<file path="src/verilog/pcd_consts.svh">
`ifndef PCD_CONSTS_SVH
`define PCD_CONSTS_SVH

`define PCD_ADDR_RISE     4'h0
`define PCD_ADDR_FALL     4'h1
`define PCD_ADDR_FLAGS    4'h2
`define PCD_ADDR_CTRL     4'h3
`define PCD_RESET_BYTE    8'h00
`define PCD_CTRL_IE_BIT   0
`define PCD_CTRL_GIE_BIT  1
`define PCD_CTRL_STAT_BIT 2

`endif

</file>
<file path="src/verilog/pcd_pkg.sv">
package pcd_pkg;
   typedef logic [7:0] pcd_byte_t;
   typedef logic [3:0] pcd_addr_t;
endpackage

</file>
<file path="src/verilog/pcd_top.sv">
// The implementer's own choices: the plain strobed port and the register offsets.
`timescale 1ns/100ps
`default_nettype none
`include "pcd_consts.svh"

// Summary of operation
// [RL1] Enabled rising edge on a pin sets that pin's change flag.
// [RL2] Enabled falling edge on a pin sets that pin's change flag.
// [RL3] Edges of a disabled polarity are ignored and set no flag.
// [RL4] Enabled edge sets the pin flag and the combined change status.
// [RL5] Software may clear flags; cleared flag stays zero until next enabled edge or a write of one.
// [RL6] Rise, fall and flag registers reset to zero on every reset.
// [RL7] Flags set on edges regardless of interrupt enables.
// [RL8] Combined status follows any flag; request needs both enables.
module pcd_top #(
   parameter int WIDTH = 8
) (
   input  wire logic             CLOCK,
   input  wire logic             RESET_N,
   input  wire logic [WIDTH-1:0] WATCHED_PORT_PIN,
   input  wire pcd_pkg::pcd_addr_t ADDR,
   input  wire pcd_pkg::pcd_byte_t WDATA,
   input  wire logic             WR,
   input  wire logic             RD,
   output logic      [7:0]       RDATA,
   output logic                  COMBINED_CHANGE_STATUS,
   output logic                  CHANGE_IRQ
);

   logic [WIDTH-1:0] pin_q,  pin_d;
   logic [WIDTH-1:0] rise_q, rise_d;
   logic [WIDTH-1:0] fall_q, fall_d;
   logic [WIDTH-1:0] flag_q, flag_d;
   logic             ie_q,   ie_d;
   logic             gie_q,  gie_d;
   logic             stat_q, stat_d;
   logic             irq_q,  irq_d;
   logic [7:0]       rdata_q, rdata_d;
   logic [WIDTH-1:0] hit;
   logic [7:0]       ctrl_rd;

   always_comb begin
      pin_d   = WATCHED_PORT_PIN;
      rise_d  = rise_q;
      fall_d  = fall_q;
      ie_d    = ie_q;
      gie_d   = gie_q;
      // Enables alone gate detection, never the interrupt enables
      hit = (rise_q & WATCHED_PORT_PIN & ~pin_q)      // see [RL1] see [RL3] see [RL7]
          | (fall_q & ~WATCHED_PORT_PIN & pin_q);     // see [RL2] see [RL3]
      flag_d = flag_q;
      if (WR && ADDR == `PCD_ADDR_RISE) begin
         rise_d = WDATA[WIDTH-1:0];
      end
      if (WR && ADDR == `PCD_ADDR_FALL) begin
         fall_d = WDATA[WIDTH-1:0];
      end
      if (WR && ADDR == `PCD_ADDR_FLAGS) begin
         flag_d = WDATA[WIDTH-1:0]; // see [RL5]
      end
      if (WR && ADDR == `PCD_ADDR_CTRL) begin
         ie_d  = WDATA[`PCD_CTRL_IE_BIT];
         gie_d = WDATA[`PCD_CTRL_GIE_BIT];
      end
      // Set wins over a simultaneous software clear
      flag_d = flag_d | hit; // see [RL4] see [RL5]
      stat_d = |flag_d; // see [RL8] see [RL4]
      irq_d  = stat_d & ie_d & gie_d; // see [RL8]
      ctrl_rd = 8'h00;
      ctrl_rd[`PCD_CTRL_IE_BIT]   = ie_q;
      ctrl_rd[`PCD_CTRL_GIE_BIT]  = gie_q;
      ctrl_rd[`PCD_CTRL_STAT_BIT] = stat_q;
      rdata_d = 8'h00;
      if (RD) begin
         case (ADDR)
            `PCD_ADDR_RISE:  rdata_d = 8'(rise_q);
            `PCD_ADDR_FALL:  rdata_d = 8'(fall_q);
            `PCD_ADDR_FLAGS: rdata_d = 8'(flag_q);
            `PCD_ADDR_CTRL:  rdata_d = ctrl_rd;
            default:         rdata_d = 8'h00;
         endcase
      end
   end

   always_ff @(posedge CLOCK or negedge RESET_N) begin
      if (!RESET_N) begin
         // Zero edge history, but rise enables also reset to zero: a pin high at release sets no flag
         pin_q   <= '0;
         rise_q  <= '0; // see [RL6]
         fall_q  <= '0; // see [RL6]
         flag_q  <= '0; // see [RL6]
         ie_q    <= 1'b0;
         gie_q   <= 1'b0;
         stat_q  <= 1'b0;
         irq_q   <= 1'b0;
         rdata_q <= `PCD_RESET_BYTE;
      end else begin
         pin_q   <= pin_d;
         rise_q  <= rise_d;
         fall_q  <= fall_d;
         flag_q  <= flag_d;
         ie_q    <= ie_d;
         gie_q   <= gie_d;
         stat_q  <= stat_d;
         irq_q   <= irq_d;
         rdata_q <= rdata_d;
      end
   end

   assign RDATA                  = rdata_q;
   assign COMBINED_CHANGE_STATUS = stat_q;
   assign CHANGE_IRQ             = irq_q;

endmodule
`default_nettype wire

</file>
<file path="config.mk">
export PLATFORM = sky130hd
export DESIGN_NAME = pcd_top
export DESIGN_NICKNAME = d
export VERILOG_FILES = /design/src/verilog/pcd_pkg.sv /design/src/verilog/pcd_top.sv
export VERILOG_INCLUDE_DIRS = /design/src /design/src/verilog
export SDC_FILE = /design/constraint.sdc
export NUM_CORES = 1
export LEC_CHECK = 0
export BUFFER_PORTS_ARGS = -buffer_cell sky130_fd_sc_hd__buf_2
export CORE_UTILIZATION = 56
export DETAILED_ROUTE_END_ITERATION = 10
export PLACE_DENSITY = 0.8
export SLEW_MARGIN = 25
export SYNTH_ARGS = -nofsm -noshare
export SYNTH_HDL_FRONTEND = slang
export SYNTH_SLANG_ARGS = --single-unit
</file>
<file path="constraint.sdc">
create_clock -name CLOCK -period 2.8 [get_ports CLOCK]
set_clock_uncertainty 0.05 [all_clocks]
set_input_delay 0.42 -clock CLOCK [delete_from_list [all_inputs] [get_ports CLOCK]]
set_output_delay 0.42 -clock CLOCK [all_outputs]
set_load 0.005 [all_outputs]
</file>
==> flow_summary.json <==
{
  "status": "finished with violations",
  "violations": "hold timing",
  "clk_root_buffer_cell": "clkbuf_4",
  "whs_ps": -22.20,
  "leakage_nw": 1.009,
  "swShare_pct": 26.51,
  "powerDensity_nw_per_um2": 610.3,
  "pwr-share-comb_pct": 17.0,
  "post-route-util_pct": 68.65,
  "syn_avg_cell_area_um2": 12.64,
  "worst_skew_pair.late_latency_ps": 360,
  "numCtsBuffers": 5,
  "drive_above_1_share_pct": 34.76,
  "clkPwrFrac_pct": 23.3,
  "cts_hold_buf": 0,
  "setup_viol": 0,
  "io_buffers": 33,
  "p_seq_share_pct": 59.7,
  "grt_pass1_vias": 1391,
  "setup-tns-final_ps": 0,
  "ant_nets": 0,
  "num_antenna_cells": 0,
  "nFillCells": 249,
  "overflow": 0,
  "drtIter0Drc": 57,
  "min_period_ps": 1871,
  "post_cts_buffers": 0,
  "grt_antenna_before_repair": 0,
  "grt_pass1_wl_um": 6396,
  "final.period_utilization_pct": 66.81,
  "hold_path_class": "in -> async",
  "cts_htree_levels": 2,
  "vias": 1331,
  "drt-total-wl_um": 3813,
  "startpoint_type": "primary input",
  "cts_resized": 0,
  "syn_area_um2": 1909,
  "slew_viol_final": 0,
  "yosysTopAreaCellShare_pct": 57.67,
  "cp_cell_sequence": "buf_2 -> nor2b_4 -> nand2_2 -> a211o_1 -> nor4_2 -> nand2_1",
  "drt_pass1_iterations": 4,
  "ys_ff_latch": 44,
  "place_hpwl_um": 2717,
  "power.switching_uw": 350.2,
  "cts_tree": "built",
  "drc_errors": 0,
  "synthToLayoutAreaGrowth_pct": 13.37,
  "finalHoldViolCount": 21,
  "layout.nets": 210,
  "synth_cell_types": 25,
  "start_util_pct": 60.56,
  "cts.clk_slew.worst_paths_ps": 110,
  "num_rows": 20,
  "yosysWarnings": 0,
  "synth_nets": 175,
  "grt_max_degree": 45,
  "peakVddDrop_uv": 416.5,
  "slowest_stage": "a211o_1",
  "max_freq_mhz": 534.6,
  "dieHeight_um": 60.39,
  "die_w_um": 60.39,
  "crit_path_max_incr_delay_ps": 370,
  "synth.area.top_cells": "dfrtp_1 (58%), mux2_2 (11%), a211o_1 (3.7%), and3_1 (3.6%), nand3b_1 (3.1%)",
  "arrival_ps": 2050,
  "clockBufferDepth": 2,
  "dieArea_um2": 3647,
  "tightestPinTransition_ps": 549.0,
  "grt_usage_pct": 25.26,
  "ys_seq_area_share_pct": 57.67,
  "core-area_um2": 3153,
  "rsz0062_at_grt": "false",
  "cp_data_required_time_ps": 2980,
  "path_class": "in -> reg",
  "postSynthCellCount": 151,
  "max-slew-margin-rel_pct": 63.29,
  "critPathCaptureType": "flop",
  "clkSinkCount": 44,
  "p_int_uw": 970.9,
  "max-cap-violations": 0,
  "routabilityCongestion": 0.7970,
  "wire_per_inst_um": 16.51,
  "path_max_fanout": 14,
  "avgViaCountPerCell": 5.762,
  "pin_count": 34,
  "synth.largest_area_cell": "dfrtp_1"
}
[metal layers]
metal / up-vias / wire length (um) / global-route usage (%)
li1: 617 / - / -
met1: 660 / 1668 / 30.68
met2: 43 / 1873 / 41.44
met3: 11 / 186 / 7.249
met4: 0 / 85 / 12.29
met5: - / 0 / 0
[cell usage in the layout (no fill, tap or decap)]
master / n
a31oi_1: 1
nand3_1: 1
clkbuf_8: 1
buf_2: 32
mux2_2: 18
mux2i_1: 5
buf_4: 1
nor2_1: 12
nor2b_4: 1
o22ai_1: 1
clkbuf_1: 2
a221oi_1: 1
nand2b_1: 1
and3_1: 11
a21oi_1: 6
nor4_2: 2
nor2b_1: 1
nand2_1: 12
clkbuf_4: 5
a311oi_1: 1
mux4_2: 2
dfrtp_1: 44
o21ai_0: 7
nand3b_1: 8
a211o_1: 8
nor3b_4: 2
nand2_2: 1
[path summary, 6_finish.rpt]
check,startpoint,end,slack (ps),cells after the start
setup / recovery,ADDR[1],COMBINED_CHANGE_STATUS,930,6
hold / removal,RESET_N,ie_q,-20,1
setup reg to reg,fall_q[5],COMBINED_CHANGE_STATUS,1320,5
hold reg to reg,rise_q[6],rise_q[6],500,1
max in group asynchronous,RESET_N,rise_q[5],2340,1
min in group CLOCK,WATCHED_PORT_PIN[6],pin_q[6],130,1
[worst max-delay path, delay by kind of cell]
family                 cells  cell delay, ps
AOI/OAI and AO/OA          1             370
buffers and inverters      1             280
and+or+nand+nor            4             980
[cells in the mapped netlist]
| cell type | number |
|---|---|
| nand3_1 | 1 |
| nand2b_1 | 1 |
| buf_2 | 3 |
| nor3b_4 | 2 |
| clkbuf_1 | 1 |
| nor4_2 | 2 |
| nor2_1 | 12 |
| nor2b_1 | 1 |
| dfrtp_1 | 44 |
| a221oi_1 | 1 |
| nand2_2 | 1 |
| a311oi_1 | 1 |
| mux4_2 | 2 |
| and3_1 | 11 |
| nand3b_1 | 8 |
| o22ai_1 | 1 |
| mux2_2 | 18 |
| a31oi_1 | 1 |
| buf_4 | 1 |
| mux2i_1 | 5 |
| o21ai_0 | 7 |
| nand2_1 | 12 |
| a21oi_1 | 6 |
| a211o_1 | 8 |
| nor2b_4 | 1 |
[state kept, by name, indices dropped and copies added (netlist names)]
name,cells
fall_q,8
rise_q,8
pin_q,8
COMBINED_CHANGE_STATUS,1
RDATA,8
flag_q,8
gie_q,1
CHANGE_IRQ,1
ie_q,1
[metrics by stage]
step / instances / instance area [um^2] / setup WS (ps) / power [mW]
2_1_floorplan: 151 / 1909 / 1099 / 0.9384
3_3_place_gp: 223 / 2103 / 658.7 / 1.009
3_5_place_dp: 223 / 2103 / 588.4 / 1.026
4_1_cts: 231 / 2162 / 974.1 / 1.331
5_1_grt: 231 / 2165 / 845.1 / 1.400
6_report: 231 / 2165 / 929.3 / 1.321
[cell type report]
cell class / instances / area, um^2 / area share (%)
multi-input cells: 102 / 782.0 / 36.13
repair buffers: 33 / 167.7 / 7.746
flip-flops and latches: 44 / 1101 / 50.87
well taps: 44 / 55.05 / 2.543
clock buffers: 8 / 58.81 / 2.717
[power groups by stage]
stage / combinational (mW) / clock (mW) / sequential (mW)
after detailed placement: 0.226 / 0 / 0.800
after floorplan: 0.157 / 0 / 0.782
final: 0.225 / 0.308 / 0.788
after global routing: 0.253 / 0.346 / 0.801
after global placement: 0.217 / 0 / 0.792
after CTS: 0.227 / 0.318 / 0.786
[cells by family after synthesis]
kind of cell | count (synthesis) | share of synthesized area (%)
simple gates | 52 | 16.71
flops | 44 | 57.67
compound gates | 25 | 8.651
mux | 25 | 15.60
buf+inv | 5 | 1.376
Power figures use the tool's default switching activity.
